## config.mk

```make
export PLATFORM = sky130hd
export DESIGN_NAME = paired_timer_32bit
export DESIGN_NICKNAME = d
export VERILOG_FILES = /design/src/paired_timer_pkg.sv /design/src/tick_source.sv /design/src/timer_half.sv /design/src/paired_timer_32bit.sv
export SDC_FILE = /design/constraint.sdc
export NUM_CORES = 1
export LEC_CHECK = 0
export ABC_AREA = 1
export ABC_CLOCK_PERIOD_IN_PS = 2870
export BUFFER_PORTS_ARGS = -buffer_cell sky130_fd_sc_hd__buf_2
export CORE_MARGIN = 2
export CORE_UTILIZATION = 50
export CTS_BUF_LIST = sky130_fd_sc_hd__clkbuf_2
export CTS_CLUSTER_DIAMETER = 30
export DETAILED_ROUTE_END_ITERATION = 7
export PLACE_DENSITY = 0.76
export SETUP_SLACK_MARGIN = 0.5
export SKIP_CTS_REPAIR_TIMING = 1
export SYNTH_ARGS = -nofsm -noshare
export SYNTH_HDL_FRONTEND = slang
export SYNTH_SLANG_ARGS = --single-unit
```

## constraint.sdc

```tcl
create_clock -name clock -period 2.87 [get_ports clock]
set_input_delay 0.4305 -clock clock [delete_from_list [all_inputs] [get_ports clock]]
set_output_delay 0.4305 -clock clock [all_outputs]
set_load 0.05 [all_outputs]
```

## src/paired_timer_pkg.sv

```systemverilog
// Package: constants for the paired 32-bit timer block
// Assumes: control words are 16-bit images driven by the CPU register file outside
package paired_timer_pkg;
	// ----------------------------------------------------------------
	// Control word field positions
	// ----------------------------------------------------------------
	localparam int unsigned CTL_W = 16;
	localparam int unsigned CTL_RUN_BIT = 15;
	localparam int unsigned CTL_IDLE_STOP_BIT = 13;
	localparam int unsigned CTL_GATE_BIT = 6;
	localparam int unsigned CTL_PRE_HI_BIT = 5;
	localparam int unsigned CTL_PRE_LO_BIT = 4;
	localparam int unsigned CTL_JOIN_BIT = 3;
	localparam int unsigned CTL_EXT_CLK_BIT = 1;
	// ----------------------------------------------------------------
	// Reset values
	// ----------------------------------------------------------------
	localparam logic [15:0] COUNT_RESET = 16'h0000;
	localparam logic [15:0] PERIOD_RESET = 16'hffff;
	// ----------------------------------------------------------------
	// Prescaler terminal counts, for dividers 1, 8, 64, 256
	// ----------------------------------------------------------------
	localparam int unsigned PRE_W = 8;
	localparam logic [7:0] PRE_DIV1 = 8'h00;
	localparam logic [7:0] PRE_DIV8 = 8'h07;
	localparam logic [7:0] PRE_DIV64 = 8'h3f;
	localparam logic [7:0] PRE_DIV256 = 8'hff;
	localparam int unsigned TIMERS = 4;
	// Timer activity in the low-power states
	typedef enum logic [1:0] {
		PWR_RUN,
		PWR_IDLE,
		PWR_SLEEP
	} power_state_t;
endpackage

```

## src/tick_source.sv

```systemverilog
// Module: count-enable source of one timer (clock select, sync, gate, prescale)
// Assumes: ext_count and gate_in are synchronous to clock
`timescale 1ns/1ps
`default_nettype none
module tick_source
	import paired_timer_pkg::*;
(
	// Clock and reset
	input wire logic clock,
	input wire logic reset_n,
	// Settings
	input wire logic run,
	input wire logic ext_clk,
	input wire logic gate_en,
	input wire logic [1:0] pre_sel,
	// Inputs
	input wire logic ext_count,
	input wire logic gate_in,
	// Result
	output logic tick,
	output logic gate_fall
);
	logic ext_d_r;
	logic gate_d_r;
	logic [PRE_W-1:0] pre_r;
	logic [PRE_W-1:0] pre_top;
	logic raw;

	// Prescaler terminal count
	always_comb begin
		case (pre_sel)
			2'b00: pre_top = PRE_DIV1;
			2'b01: pre_top = PRE_DIV8;
			2'b10: pre_top = PRE_DIV64;
			default: pre_top = PRE_DIV256;
		endcase
	end

	// Synchronous edge detect of count input and gate
	always_ff @(posedge clock or negedge reset_n) begin
		if (!reset_n) begin
			ext_d_r <= 1'b0;
			gate_d_r <= 1'b0;
		end else begin
			ext_d_r <= ext_count;
			gate_d_r <= gate_in;
		end
	end

	// Raw event: rising count edge, gate high, or every clock
	always_comb begin
		if (gate_en && !ext_clk)
			raw = gate_in;
		else if (ext_clk)
			raw = ext_count && !ext_d_r;
		else
			raw = 1'b1;
	end

	assign gate_fall = gate_en && !ext_clk && gate_d_r && !gate_in;

	// Prescaler divides raw events
	always_ff @(posedge clock or negedge reset_n) begin
		if (!reset_n) begin
			pre_r <= '0;
		end else if (!run) begin
			pre_r <= '0;
		end else if (raw) begin
			pre_r <= (pre_r >= pre_top) ? '0 : pre_r + 1'b1;
		end
	end

	assign tick = run && raw && (pre_r >= pre_top);
endmodule
`default_nettype wire

```

## src/timer_half.sv

```systemverilog
// Module: one 16-bit count register with write, clear and all-ones flag
// Assumes: inc and clear come from the pair logic
`timescale 1ns/1ps
`default_nettype none
module timer_half
	import paired_timer_pkg::*;
#(
	parameter int unsigned W = 16
)
(
	// Clock and reset
	input wire logic clock,
	input wire logic reset_n,
	// Control
	input wire logic inc,
	input wire logic clear,
	input wire logic load,
	input wire logic [W-1:0] load_val,
	// State
	output logic [W-1:0] count,
	output logic all_ones
);
	logic [W-1:0] count_r;

	// Count, reload or write
	always_ff @(posedge clock or negedge reset_n) begin
		if (!reset_n)
			count_r <= W'(COUNT_RESET);
		else if (load)
			count_r <= load_val;
		else if (clear)
			count_r <= '0;
		else if (inc)
			count_r <= count_r + 1'b1;
	end

	assign count = count_r;
	assign all_ones = &count_r;
endmodule
`default_nettype wire

```

## src/paired_timer_32bit.sv

```systemverilog
// Module: two timer pairs, each two 16-bit timers or one 32-bit timer
// Assumes: control and period words come from the CPU register file;
// count writes arrive as one-cycle strobes; all inputs synchronous
// Function
// - Two pairs, 32-bit or two 16-bit each
// - Split timers do all synchronous 16-bit modes
// - Joined pair is 32-bit timer or synchronised counter
// - Each 16-bit timer is synchronous timer or counter
// - Low timer is low word, high is high
// - Joined pair ignores high control, uses low
// - Joined uses low clock/gate, high flag
// - Interrupt when 32-bit count matches 32-bit period
// - Converter trigger only from first pair
// - Every timer can trigger DMA transfer
// - Timers give capture/compare time base
// - Timers may run in Idle and Sleep
`timescale 1ns/1ps
`default_nettype none
module paired_timer_32bit
	import paired_timer_pkg::*;
#(
	parameter int unsigned N = TIMERS
)
(
	// Clock and reset
	input wire logic clock,
	input wire logic reset_n,
	// Control words: pair_a_low, pair_a_high, pair_b_low, pair_b_high
	input wire logic [CTL_W-1:0] pair_a_low_control,
	input wire logic [CTL_W-1:0] pair_a_high_control,
	input wire logic [CTL_W-1:0] pair_b_low_control,
	input wire logic [CTL_W-1:0] pair_b_high_control,
	// Period words, one per timer
	input wire logic [N*16-1:0] period,
	// Count writes, one strobe per timer
	input wire logic [N-1:0] count_we,
	input wire logic [15:0] count_wdata,
	// External count and gate pins, one per timer
	input wire logic [N-1:0] ext_count,
	input wire logic [N-1:0] gate_in,
	// Device power state
	input wire logic [1:0] power_state,
	// Count values, time base for capture and compare
	output logic [N*16-1:0] count,
	// Period-match flag pulses
	output logic [N-1:0] irq_flag,
	// DMA trigger pulses
	output logic [N-1:0] dma_trig,
	// Converter trigger pulse
	output logic converter_one_trig
);
	// ----------------------------------------------------------------
	// Control decoding
	// ----------------------------------------------------------------
	logic [CTL_W-1:0] ctl [N];
	logic [N-1:0] joined;
	logic [N-1:0] run;
	logic [N-1:0] tick;
	logic [N-1:0] gfall;
	logic [N-1:0] inc;
	logic [N-1:0] clr;
	logic [N-1:0] ones;
	logic [N-1:0] match;
	logic [15:0] cnt [N];
	logic [15:0] per [N];
	logic [N*16-1:0] count_r;
	logic [N-1:0] irq_r;
	logic [N-1:0] dma_r;
	logic conv_r;

	assign ctl[0] = pair_a_low_control;
	assign ctl[1] = pair_a_high_control;
	assign ctl[2] = pair_b_low_control;
	assign ctl[3] = pair_b_high_control;

	genvar i;
	generate
		for (i = 0; i < N; i++) begin : g_tmr
			localparam int unsigned LO = i - (i % 2);
			logic [CTL_W-1:0] eff;
			logic stopped;
			// Joined pair: high timer follows low timer's control
			assign joined[i] = ctl[LO][CTL_JOIN_BIT];
			assign eff = joined[i] ? ctl[LO] : ctl[i];
			// Idle stop bit halts timer in Idle; Sleep keeps running
			// only with the external count input as source
			assign stopped = (power_state == 2'(PWR_IDLE) && eff[CTL_IDLE_STOP_BIT])
				|| (power_state == 2'(PWR_SLEEP) && !eff[CTL_EXT_CLK_BIT]);
			assign run[i] = eff[CTL_RUN_BIT] && !stopped;
			assign per[i] = period[i*16 +: 16];

			// Clock source, gate and prescaler of this timer
			tick_source u_src (
				.clock(clock),
				.reset_n(reset_n),
				.run(run[i]),
				.ext_clk(eff[CTL_EXT_CLK_BIT]),
				.gate_en(eff[CTL_GATE_BIT]),
				.pre_sel(eff[CTL_PRE_HI_BIT:CTL_PRE_LO_BIT]),
				.ext_count(ext_count[LO + (joined[i] ? 0 : i - LO)]),
				.gate_in(gate_in[LO + (joined[i] ? 0 : i - LO)]),
				.tick(tick[i]),
				.gate_fall(gfall[i])
			);

			// Counting register
			timer_half u_half (
				.clock(clock),
				.reset_n(reset_n),
				.inc(inc[i]),
				.clear(clr[i]),
				.load(count_we[i]),
				.load_val(count_wdata),
				.count(cnt[i]),
				.all_ones(ones[i])
			);
		end
	endgenerate

	// ----------------------------------------------------------------
	// Pair sequencing: split or joined
	// ----------------------------------------------------------------
	generate
		for (i = 0; i < N; i += 2) begin : g_pair
			logic mode_tick;
			logic edge_ev;
			logic wide_match;
			logic lo_gated;
			// Joined mode takes tick from low source only
			assign mode_tick = tick[i];
			assign lo_gated = ctl[i][CTL_GATE_BIT] && !ctl[i][CTL_EXT_CLK_BIT];
			// Full 32-bit compare, low word from low timer
			assign wide_match = (cnt[i] == per[i]) && (cnt[i+1] == per[i+1]);
			always_comb begin
				if (joined[i]) begin
					// Gated mode: event on gate fall; else on count reaching period
					edge_ev = lo_gated ? gfall[i] : (mode_tick && wide_match);
					inc[i] = mode_tick && !wide_match;
					inc[i+1] = mode_tick && !wide_match && ones[i];
					clr[i] = mode_tick && wide_match;
					clr[i+1] = mode_tick && wide_match;
					match[i] = 1'b0;
					match[i+1] = edge_ev;
				end else begin
					inc[i] = tick[i] && (cnt[i] != per[i]);
					inc[i+1] = tick[i+1] && (cnt[i+1] != per[i+1]);
					clr[i] = tick[i] && (cnt[i] == per[i]);
					clr[i+1] = tick[i+1] && (cnt[i+1] == per[i+1]);
					match[i] = (ctl[i][CTL_GATE_BIT] && !ctl[i][CTL_EXT_CLK_BIT]) ? gfall[i]
						: clr[i];
					match[i+1] = (ctl[i+1][CTL_GATE_BIT] && !ctl[i+1][CTL_EXT_CLK_BIT])
						? gfall[i+1] : clr[i+1];
					edge_ev = 1'b0;
				end
			end
		end
	endgenerate

	// ----------------------------------------------------------------
	// Registered outputs
	// ----------------------------------------------------------------
	// Count image for capture and compare modules
	generate
		for (i = 0; i < N; i++) begin : g_out
			assign count_r[i*16 +: 16] = cnt[i];
		end
	endgenerate

	// Time base follows the count registers directly
	assign count = count_r;

	// Interrupt flag and DMA trigger pulses
	always_ff @(posedge clock or negedge reset_n) begin
		if (!reset_n) begin
			irq_r <= '0;
			dma_r <= '0;
		end else begin
			irq_r <= match;
			dma_r <= match;
		end
	end

	// Converter trigger from first pair only; joined uses its high flag
	always_ff @(posedge clock or negedge reset_n) begin
		if (!reset_n)
			conv_r <= 1'b0;
		else
			conv_r <= joined[0] ? match[1] : match[0];
	end

	assign irq_flag = irq_r;
	assign dma_trig = dma_r;
	assign converter_one_trig = conv_r;
endmodule
`default_nettype wire

```

==> summary by stage, run 1 <==
CTS
Clock-pin slew was measured on the worst setup and hold paths at 0.33 ns. The clock latency reported for the late side of the worst-skew pair is 0.67 ns. The deepest clock path buffer count is 2. The maximum level of the CTS H-tree is 3.

Counting the buffers created by CTS gives 9. The cell sitting at the root of the clock tree is a clkbuf_2. The clock sink count is 109. The clock tree from TritonCTS is yes.

Global routing
The initial antenna violation count came to 3. Global routing consumed, over all layers together, 26.6% of the routing resources. After global routing the overflow that remains totals 0. The largest net degree at the start of global routing is 52. The number of global-route vias before repair is 8722. The first global-routing pass estimated 42500 um of wire. For this run, global-route usage on met3 was measured as 5.33%. The met1 demand-to-capacity share in global routing is 36.0%. For this run, global-route usage on met2 was measured as 43.9%. met2 is the most crowded layer.

STA
The transition time of the tightest slew-check pin is 0.717 ns. The final max-slew violation count was 0. Between clock sinks in the finished design, the worst skew comes to 0.0549 ns. The final worst-path cycle share is 77.0%. Timing would allow up to 0.452 GHz.

Setup total negative slack on the finished layout was measured at 0 ns. The final hold violation count is 0. The headroom to the max-slew limit is 52.2%.

Setup violations remaining at the end of the flow were counted as 0. The minimum period implied by the final worst setup slack is 2.21 ns. Hold is met by 0.0625 ns. Setup repair after global routing left no endpoint under its margin.

Cells and area
The synthesis-to-finish area growth is 15.9%. Once layout is complete, the utilization of the core stands at 59.3%. The count of nets after finishing is 1822.

The share of final-layout standard cells stronger than drive strength 1 is 17.0%. In the final layout, the multi-input gates occupy 5300 um^2. Leaving out fill and tap cells, the most frequent cells in the layout are nand2_1, inv_1, buf_2. The most frequent standard cell in the layout excluding fill and tap cells is nand2_1. After filler insertion, the fill cell instance count of the layout stands at 1792. Across the whole layout, storage elements account for 2730 um^2. The post-route standard cell area excluding fillers is 10700 um^2.

Logic synthesis
The synthesized netlist devotes 10.1% of its cell area to compound gates. For this run, the register share of the synthesized area comes to 29.6%. The simple-gate share of the synthesized area is 36.1%. After synthesis, the largest family of logic cells by area is simple AND/OR/NAND/NOR gates.

The number of distinct library cells after synthesis is 38. The post-synthesis share of cell area spent on full adders, half adders and majority gates is 3.53%. The netlist area before placement is 9230 um^2. The cell count after synthesis is 1432. The average cell area after synthesis is 6.44 um^2. The number of flip-flops and latches in the synthesized netlist is 109. The share of the synthesized netlist area taken by xor and xnor gates is 7.79%. The mux share of post-synthesis cell area is 0%. During synthesis, Yosys emitted a total of 0 warnings. The number of nets handed over by synthesis was 1618.

Floorplan
The initial utilization of the core area, before any placement, comes to 51.2%. The floorplan has 49 rows. The floorplan step defined a core boundary enclosing 18000 um^2. The number of top-level design ports is 233. The floorplan step defined a die boundary enclosing 19600 um^2. The die extent in y is 140 um. The die width is 140 um.

Critical path
The slowest stage of the critical path is the dfrtp_1 cell. The path type of the worst setup path is register to register. The signal on the critical path passes through ha_1, nor2_1, a21oi_1, nand2_1, nand2_1, nand2_1, a21oi_1, nand3_2, nand2_2, nor2_8, nand2_4, nand2_1, nand2_1. STA puts the critical path data required time at 3.45 ns. In this design, the stage delay of the slowest critical-path cell is 0.48 ns.

The most prevalent standard cell on the critical path is nand2_1. The capturing point of the worst reg2reg path is g_tmr[1].u_half.count[4]$_DFFE_PN0P_. The source of the worst register-to-register timing path is g_tmr[0].u_src.pre_r[1]$_DFFE_PN0P_. The reg2reg setup slack is 0.66 ns.

Along the worst path, the maximum fanout reaches 16. STA classifies the critical path startpoint as a register. The most critical setup path has its startpoint at g_tmr[0].u_src.pre_r[1]$_DFFE_PN0P_. Data on the critical path arrives at its endpoint at 2.79 ns.

The endpoint type of the worst setup path is a register. The number of cells on the worst reg-to-reg path is 13.

Power
The leakage power figure is 6.02 nW. The completed layout was analyzed and its total power is 4.11 mW. The areal power density over the cells is 384 nW/um^2. The worst voltage drop across the vdd grid is 0.244 mV.

Detailed routing
For this run, design rule violations remaining after detail routing come to 0. In the final routed layout, each cell accounts on average for 14.1 um. The final layout contains routed wiring with a total length of 26500 um. The first routing iteration left 909 violations. The count of nets left with antenna violations once routing finished came out at 0. The number of detailed-route iterations in the first pass is 5. The total via count in the routed design is 9753. After detailed routing, the number of vias per cell comes to 5.21.

Job
The max-cap violation count is 0.

Min path
The hold path startpoint is count_we[2]. The path with the worst hold slack has its endpoint at g_tmr[2].u_half.count[13]$_DFFE_PN0P_. The worst hold path passes through 4 cells.

The path class of the tightest hold or removal check is input pin to register.

Place
The count of buffers inserted at the top-level ports is 194. Detailed placement finished with a half-perimeter wire length of 20700 um. The final weighted congestion in routability-driven placement is 0.920. Summing all placed instances gives a cell area of 10500 um^2.

Outcome
The flow ran to the end, and the final reports show no timing, DRC or antenna violations.
==> synthesized netlist by cell type <==
cell type  instances  area [um^2]
a21boi_0           2         15.0
a21oi_1           17         85.1
a31oi_1            1         6.26
a41oi_1            1         8.76
and2_1             1         6.26
buf_2             16         80.1
buf_4              7         52.6
buf_6              6         67.6
clkbuf_1          10         37.5
clkbuf_2           1         5.00
clkinv_1           3         11.3
dfrtp_1          109         2730
ha_1              26          325
inv_1            235          882
inv_2             17         63.8
nand2_1          481         1810
nand2_2            8         50.1
nand2_4            2         22.5
nand3_1           73          365
nand3_2            3         30.0
nand4_1           52          325
nand4_4            2         42.5
nor2_1            99          372
nor2_4             5         56.3
nor2_8             2         40.0
nor3_1            32          160
nor4_1             6         37.5
o21a_1             4         30.0
o21ai_0           36          180
o21ai_1            9         45.0
o21ai_2            2         17.5
o21bai_1          30          225
o22ai_1           49          307
o32ai_1            1         8.76
or2_1              1         6.26
or2_2              1         6.26
xnor2_1           16          140
xor2_1            66          578
==> critical path, delay by kind of cell (launching register included) <==
kind	cells	cell delay [ns]
adders and majority gates	1	0.30
DFF	1	0.48
AOI/OAI and AO/OA	2	0.40
and+or+nand+nor	10	0.95
==> worst max-delay path by stage <==
stage	cells after the start	to	slack, ns
final	13	g_tmr[1].u_half.count[4]$_DFFE_PN0P_	0.66
after global routing	13	g_tmr[1].u_half.count[4]$_DFFE_PN0P_	0.50
after CTS	13	g_tmr[1].u_half.count[4]$_DFFE_PN0P_	0.65
after detailed placement	21	g_tmr[1].u_half.count[4]$_DFFE_PN0P_	0.17
after global placement	20	g_tmr[3].u_half.count[13]$_DFFE_PN0P_	0.25
after floorplan	21	g_tmr[3].u_half.count[7]$_DFFE_PN0P_	0.63
==> layer usage <==
metal  routed length (um)  vias up
met4                  534        0
li1                     -     4918
met5                    0        -
met1                11600     4420
met2                12400      377
met3                 1980       38
==> through the flow <==
stage                     worst slack [ns]  instances
after floorplan                      0.625       1432
after global placement               0.250       1841
after detailed placement             0.167       1841
after CTS                            0.654       1857
after global routing                 0.500       1873
final                                0.660       1873
==> power by group <==
part / switching (mW) / internal [mW]
combinational: 1.07 / 0.493
clock: 0.556 / 0.117
sequential: 0.212 / 1.66
total: 1.84 / 2.27
==> cell type report <==
| type | instances | area share, % |
|---|---|---|
| timing repair buffer | 233 | 12.4 |
| clock inverter | 6 | 0.374 |
| tap | 229 | 2.68 |
| multi-input combinational | 1028 | 49.6 |
| sequential | 109 | 25.5 |
| inverter | 255 | 8.95 |
| clock buffer | 10 | 0.468 |
| antenna | 3 | 0.0702 |
==> flip-flops by register name (all words and copies together), names as in the netlist <==
| signal | count |
|---|---|
| g_tmr.u_half.count | 64 |
| g_tmr.u_src.pre_r | 32 |
| g_tmr.u_src.ext_d_r | 4 |
| g_tmr.u_src.gate_d_r | 4 |
| irq_flag | 4 |
| converter_one_trig | 1 |
==> cell families after synthesis <==
kind of cell / count (synthesis)
compound gates: 152
xor+xnor: 82
fa+ha+maj: 26
buf+inv: 295
flops: 109
simple gates: 768
Note: power is estimated with default switching activity, not from simulation.
==> run 2: changes to the inputs <==
- ABC_CLOCK_PERIOD_IN_PS: 2870 -> 1940
- PLACE_DENSITY: 0.76 -> 0.79
- clock period: 2.87 -> 1.94 ns (I/O delays scaled with it)
==> summary by stage, run 2 (synthesized netlist as in run 1, its figures left out) <==
STA
The headroom to the max-slew limit came to 58.9% (was 52.2%). Unrepaired setup endpoints after global routing: true (was false). The final max-slew violation count is 0 (unchanged). The final hold violation count is 0 (unchanged).

The worst setup margin was -0.165 ns (was 0.660 ns). The final worst-path cycle share is 109% (was 77.0%). The setup TNS is -3.83 ns (was 0 ns). The minimum period implied by the final worst setup slack is 2.11 ns (was 2.21 ns). The number of failing setup endpoints in the final timing report came to 35 (was 0). The worst-case clock skew is 0.0692 ns (was 0.0549 ns).

The transition time of the tightest slew-check pin came to 0.614 ns (was 0.717 ns). The maximum frequency from static timing analysis is 0.475 GHz (was 0.452 GHz).

Critical path
Worst-path cell chain: ha_1, a21oi_1, o21a_2, nand2_4, nand3_2, nor2_2, nor2_4, nand2_4, nand2_2, nand2_2 (was ha_1, nor2_1, a21oi_1, nand2_1, nand2_1, nand2_1, a21oi_1, nand3_2, nand2_2, nor2_8, nand2_4, nand2_1, nand2_1). The slowest stage cell on the critical path was dfrtp_1 (unchanged). The worst path arrival time is 2.69 ns (was 2.79 ns). The endpoint type of the worst setup path was a register (unchanged). The startpoint class of the critical path is a register (unchanged).

The path type of the worst setup path is register to register (unchanged). The required time at the worst-slack endpoint is 2.52 ns (was 3.45 ns). The longest individual stage delay on the worst path came to 0.50 ns (was 0.48 ns). The critical-path maximum fanout came to 8 (was 16).

CTS
The post-CTS clock slew at the launch and capture registers of the worst setup and hold paths came to 0.30 ns (was 0.33 ns). The clock tree from TritonCTS is yes (unchanged). The maximum level of the CTS H-tree is 3 (unchanged). The deepest clock path buffer count is 2 (unchanged). The total CTS buffers is 9 (unchanged). The clock tree root buffer cell is clkbuf_2 (unchanged). The clock sink count is 109 (unchanged). The clock latency reported for the late side of the worst-skew pair is 0.68 ns (was 0.67 ns).

Place
The final weighted congestion in routability-driven placement is 0.964 (was 0.920). The post-placement cell area came to 11500 um^2 (was 10500 um^2). The count of buffers inserted at the top-level ports is 194 (unchanged). The setup slack after placement is -0.430 ns (was 0.167 ns).

The half-perimeter wire length of the detailed placement result is 22800 um (was 20700 um).

Outcome
Outcome: finished with violations (was finished clean). The final reports fail on setup timing.

Min path
The type of the worst min-delay path is input pin to register (unchanged).

Cells and area
Commonest cells after routing, fill and taps aside: nand2_1, inv_1, buf_2 (unchanged). The flip-flop count of the largest register after layout is 64 (unchanged). The filler cell count in the final layout is 1276 (was 1792). The count of nets after finishing is 1989 (was 1822). The post-route standard cell area excluding fillers is 13500 um^2 (was 10700 um^2). The share of final-layout standard cells stronger than drive strength 1 is 35.5% (was 17.0%). The most frequent standard cell in the layout excluding fill and tap cells is nand2_1 (unchanged).

The synthesis-to-finish area growth is 46.8% (was 15.9%).

Detailed routing
The detailed-route wire length is 33600 um (was 26500 um). The number of detailed-route iterations in the first pass is 5 (unchanged). The total via count in the routed design is 11.1k (was 9753).

The number of remaining DRC errors is 0 (unchanged). The per-cell routed wire length was 16.5 um (was 14.1 um). The count of routing violations after the opening detailed-route iteration is 1056 (was 909).

The number of nets with antenna violations after detailed routing is 0 (unchanged). The post-detailed-route via-to-cell ratio is 5.46 (was 5.21).

Global routing
The initial antenna violation count came to 1 (was 3). The first-pass GRT wire length is 45900 um (was 42500 um). The total global-route track usage is 28.8% (was 26.6%). The number of global-route vias before repair is 9621 (was 8722). The largest net degree at the start of global routing is 39 (was 52). The remaining global-route overflow is 0 (unchanged).

Power
The portion of total power attributed to sequential cells came to 38.2% (was 45.6%). The combinational fraction of design power was 46.2% (was 38.0%). The net switching component of the power is 3.09 mW (was 1.84 mW). The switching power share of the total is 42.6% (was 44.7%).

The overall power of the completed layout is 7.26 mW (was 4.11 mW). The worst voltage drop across the vdd grid was 0.386 mV (was 0.244 mV). The cell internal power dissipation was 4.17 mW (was 2.27 mW). The leakage power figure is 7.09 nW (was 6.02 nW). The clock network power share came to 15.7% (was 16.4%).

The areal power density over the cells is 536 nW/um^2 (was 384 nW/um^2).

Floorplan
The count of standard-cell rows is 49 (unchanged). The number of top-level design ports is 233 (unchanged). The area of the placeable core was 18000 um^2 (unchanged). The die width is 140 um (unchanged). The die extent in y is 140 um (unchanged).

The total die area is 19600 um^2 (unchanged). The starting density of the core is 51.2% (unchanged).

Job
The max-cap violation count was 0 (unchanged).
-- run 2: cell count changes in the layout (fill, tap and decap cells not counted), moves of 22 or more --
cell / change
dfrtp_1: -65
dfrtp_2: +65
buf_4: +101
nand2_1: -43
buf_8: +31
nand2_2: +32
buf_2: -62
nand3_1: -22
inv_1: -24
buf_6: +73
-- run 2: layer usage --
metal	track usage [%]	vias up	routed length [um]
met4	9.21	0	1240
met3	6.16	107	2660
li1	-	5253	-
met2	49.0	585	16600
met5	0	-	0
met1	36.5	5183	13000
-- run 2: cell type report --
class | instances | area, um^2 | area share [%]
well taps | 229 | 287 | 2.12
clock inverters | 5 | 52.6 | 0.388
repair buffers | 398 | 3340 | 24.6
clock buffers | 11 | 55.1 | 0.406
multi-input cells | 1030 | 5980 | 44.1
inverters | 255 | 1020 | 7.56
diodes | 1 | 2.50 | 0.0185
flip-flops and latches | 109 | 2810 | 20.7
-- run 2: power groups by stage --
stage	combinational, mW	clock, mW	sequential, mW
after floorplan	1.22	0	3.27
after global placement	2.62	0	2.77
after detailed placement	2.67	0	2.77
after CTS	2.68	1.15	2.73
after global routing	3.59	1.23	2.80
final	3.35	1.14	2.77
-- run 2: critical path: cells and delay by family, from the launching register on --
| family | cells | cell delay (ns) |
|---|---|---|
| simple gates | 7 | 0.74 |
| compound gates | 2 | 0.46 |
| fa+ha+maj | 1 | 0.35 |
| flops | 1 | 0.50 |
-- run 2: path summary, 6_finish.rpt --
kind | start | end | slack, ns | depth (start not counted)
setup / recovery | g_tmr[1].u_src.pre_r[5]$_DFFE_PN0P_ | g_tmr[1].u_half.count[15]$_DFFE_PN0P_ | -0.17 | 10
hold / removal | pair_a_high_control[6] | irq_flag[1]$_DFF_PN0_ | 0.03 | 5
setup reg to reg | g_tmr[1].u_src.pre_r[5]$_DFFE_PN0P_ | g_tmr[1].u_half.count[15]$_DFFE_PN0P_ | -0.17 | 10
hold reg to reg | g_tmr[0].u_half.count[0]$_DFFE_PN0P_ | g_tmr[0].u_half.count[0]$_DFFE_PN0P_ | 0.56 | 1
max in group asynchronous | reset_n | g_tmr[0].u_src.gate_d_r$_DFF_PN0_ | 1.19 | 3
min in group asynchronous | reset_n | g_tmr[2].u_half.count[8]$_DFFE_PN0P_ | 0.10 | 2
-- run 2: stage by stage --
step,hold slack (ns),instances,util (%)
finish,0.0327,2038,75.2
global route,0.0270,2038,75.2
CTS,-0.466,1954,64.6
detailed placement,0.323,1938,64.0
global placement,0.316,1938,64.0
floorplan,-0.00459,1432,-
==> run 3: changes to the inputs <==
- REMOVE_ABC_BUFFERS: unset -> 1
- TNS_END_PERCENT: unset -> 1
==> summary by stage, run 3 (synthesized netlist as in run 1, its figures left out) <==
Global routing
The number of global-route vias before repair is 9661 (was 9621). The first-pass GRT wire length is 45900 um (about the same). The remaining global-route overflow is 0 (unchanged). The largest net degree at the start of global routing is 110 (was 39). The initial antenna violation count was 5 (was 1). The total global-route track usage is 28.5% (was 28.8%).

Floorplan
The count of standard-cell rows came to 49 (unchanged). The die extent in y is 140 um (unchanged). The total die area came to 19600 um^2 (unchanged).

The area of the placeable core was 18000 um^2 (unchanged). The number of top-level design ports is 233 (unchanged). The starting density of the core is 51.2% (unchanged). The die width was 140 um (unchanged).

STA
The worst-case clock skew came to 0.0543 ns (was 0.0692 ns). The headroom to the max-slew limit was 54.8% (was 58.9%). Unrepaired setup endpoints after global routing: true (unchanged).

The final hold violation count is 3 (was 0). The number of failing setup endpoints in the final timing report is 48 (was 35). The transition time of the tightest slew-check pin is 0.678 ns (was 0.614 ns). The final max-slew violation count came to 0 (unchanged). The worst-case hold slack was -0.0364 ns (was 0.0327 ns). The final worst-path cycle share is 110% (was 109%).

The worst setup margin is -0.186 ns (was -0.165 ns). The minimum period implied by the final worst setup slack was 2.13 ns (was 2.11 ns). The maximum frequency from static timing analysis came to 0.470 GHz (was 0.475 GHz).

Cells and area
The final instance count without filler cells is 2022 (was 2038). The post-route standard cell area excluding fillers came to 12700 um^2 (was 13500 um^2). The synthesis-to-finish area growth is 37.9% (was 46.8%).

The flip-flop count of the largest register after layout is 64 (unchanged). Commonest cells after routing, fill and taps aside: nand2_1, inv_1, buf_2 (unchanged). The final core utilization is 70.6% (was 75.2%). The most frequent standard cell in the layout excluding fill and tap cells is nand2_1 (unchanged). The share of final-layout standard cells stronger than drive strength 1 came to 25.6% (was 35.5%). The count of nets after finishing is 1971 (was 1989).

Place
The final weighted congestion in routability-driven placement is 0.936 (was 0.964). The half-perimeter wire length of the detailed placement result was 22000 um (was 22800 um). The placed instance count is 1961 (was 1938).

The count of buffers inserted at the top-level ports is 194 (unchanged). The setup slack after placement came to -0.500 ns (was -0.430 ns). The post-placement cell area is 11400 um^2 (was 11500 um^2).

Power
The net switching component of the power was 2.95 mW (was 3.09 mW). The clock network power share was 15.1% (was 15.7%). The leakage power figure came to 6.94 nW (was 7.09 nW). The overall power of the completed layout is 6.85 mW (was 7.26 mW). The worst voltage drop across the vdd grid is 0.374 mV (was 0.386 mV). The areal power density over the cells is 538 nW/um^2 (was 536 nW/um^2). The cell internal power dissipation was 3.90 mW (was 4.17 mW). The portion of total power attributed to sequential cells is 39.4% (was 38.2%).

The switching power share of the total is 43.0% (was 42.6%). The combinational fraction of design power came to 45.5% (was 46.2%).

Detailed routing
The per-cell routed wire length is 14.9 um (was 16.5 um). The post-detailed-route via-to-cell ratio is 5.28 (was 5.46). The count of routing violations after the opening detailed-route iteration is 1042 (was 1056). The detailed-route wire length is 30200 um (was 33600 um). The number of remaining DRC errors is 0 (unchanged). The number of nets with antenna violations after detailed routing came to 0 (unchanged). The number of detailed-route iterations in the first pass is 5 (unchanged).

The total via count in the routed design was 10.7k (was 11.1k).

CTS
The deepest clock path buffer count is 2 (unchanged). The maximum level of the CTS H-tree is 3 (unchanged). The clock latency reported for the late side of the worst-skew pair is 0.70 ns (was 0.68 ns).

The total CTS buffers is 9 (unchanged). The clock sink count is 109 (unchanged). The clock tree root buffer cell is clkbuf_2 (unchanged). The clock tree from TritonCTS is yes (unchanged).

The post-CTS clock slew at the launch and capture registers of the worst setup and hold paths is 0.34 ns (was 0.30 ns).

Critical path
The worst path arrival time is 2.72 ns (was 2.69 ns). The path type of the worst setup path is register to register (unchanged). The required time at the worst-slack endpoint is 2.53 ns (was 2.52 ns).

The critical-path maximum fanout is 7 (was 8). The startpoint class of the critical path is a register (unchanged). The endpoint type of the worst setup path is a register (unchanged).

Job
The max-cap violation count is 0 (unchanged).

Outcome
Failing checks: hold timing, setup timing (was setup timing). Outcome: finished with violations (unchanged).

Min path
The type of the worst min-delay path was input pin to register (unchanged).
run 3: cell types whose count changed in the layout (fill, tap and decap cells not counted), sizes merged:
cell	before	now
clkbuf	14	13
diode	1	3
clkinvlp	0	3
bufinv	1	0
clkinv	7	6
buf	366	345
nand2	493	492
dlygate4sd3	29	33
run 3: power groups by stage:
| stage | Sequential, mW | Combinational (mW) | Clock, mW |
|---|---|---|---|
| 3_5_place_dp | 2.70 | 2.69 | 0 |
| 3_3_place_gp | 2.69 | 2.65 | 0 |
| 2_1_floorplan | 3.28 | 1.04 | 0 |
| 5_1_grt | 2.73 | 3.38 | 1.11 |
| 4_1_cts | 2.66 | 2.71 | 1.03 |
| 6_report | 2.70 | 3.12 | 1.03 |
run 3: per-stage QoR:
step | setup TNS (ns) | hold slack (ns)
floorplan | -12.71 | -0.00459
global placement | -14.46 | 0.412
detailed placement | -19.05 | 0.419
CTS | -4.97 | -0.376
global route | -11.79 | -0.00864
finish | -4.76 | -0.0364
run 3: critical path, stage by stage, from the launching register on:
cell	delay, ns
dfrtp_1	0.48
ha_1	0.28
nor2_1	0.04
a21oi_1	0.11
nand2_1	0.07
nand2_1	0.07
nand2_2	0.06
a21oi_2	0.19
buf_6	0.15
nand4_1	0.08
and2_4	0.23
buf_6	0.15
nand3_2	0.06
nand2_1	0.05
run 3: final timing paths:
path | from | end | slack [ns] | depth (start not counted)
worst max-delay path | g_tmr[2].u_src.pre_r[1]$_DFFE_PN0P_ | g_tmr[3].u_half.count[8]$_DFFE_PN0P_ | -0.19 | 13
worst min-delay path | gate_in[0] | irq_flag[0]$_DFF_PN0_ | -0.04 | 6
worst min register to register | g_tmr[2].u_half.count[0]$_DFFE_PN0P_ | g_tmr[2].u_half.count[0]$_DFFE_PN0P_ | 0.56 | 1
max in group asynchronous | reset_n | g_tmr[0].u_half.count[12]$_DFFE_PN0P_ | 1.25 | 3
min in group asynchronous | reset_n | g_tmr[3].u_half.count[5]$_DFFE_PN0P_ | 0.12 | 3
worst max register to register | g_tmr[2].u_src.pre_r[1]$_DFFE_PN0P_ | g_tmr[3].u_half.count[8]$_DFFE_PN0P_ | -0.19 | 13
run 3: layer usage:
layer | global-route usage, % | vias to the layer above | part of all wire (%)
li1 | - | 5219 | -
met2 | 47.9 | 455 | 48
met5 | 0 | - | 0.080
met1 | 37.5 | 4924 | 41
met3 | 5.23 | 74 | 8.2
met4 | 8.58 | 4 | 2.9
run 3: layout make-up:
type	instances	area, um^2
antenna	3	7.51
clock buffer	10	50.0
clock inverter	6	40.0
fill	1485	5310
inverter	255	960
multi-input combinational	1029	5530
sequential	109	2740
tap	229	287
timing repair buffer	381	3110
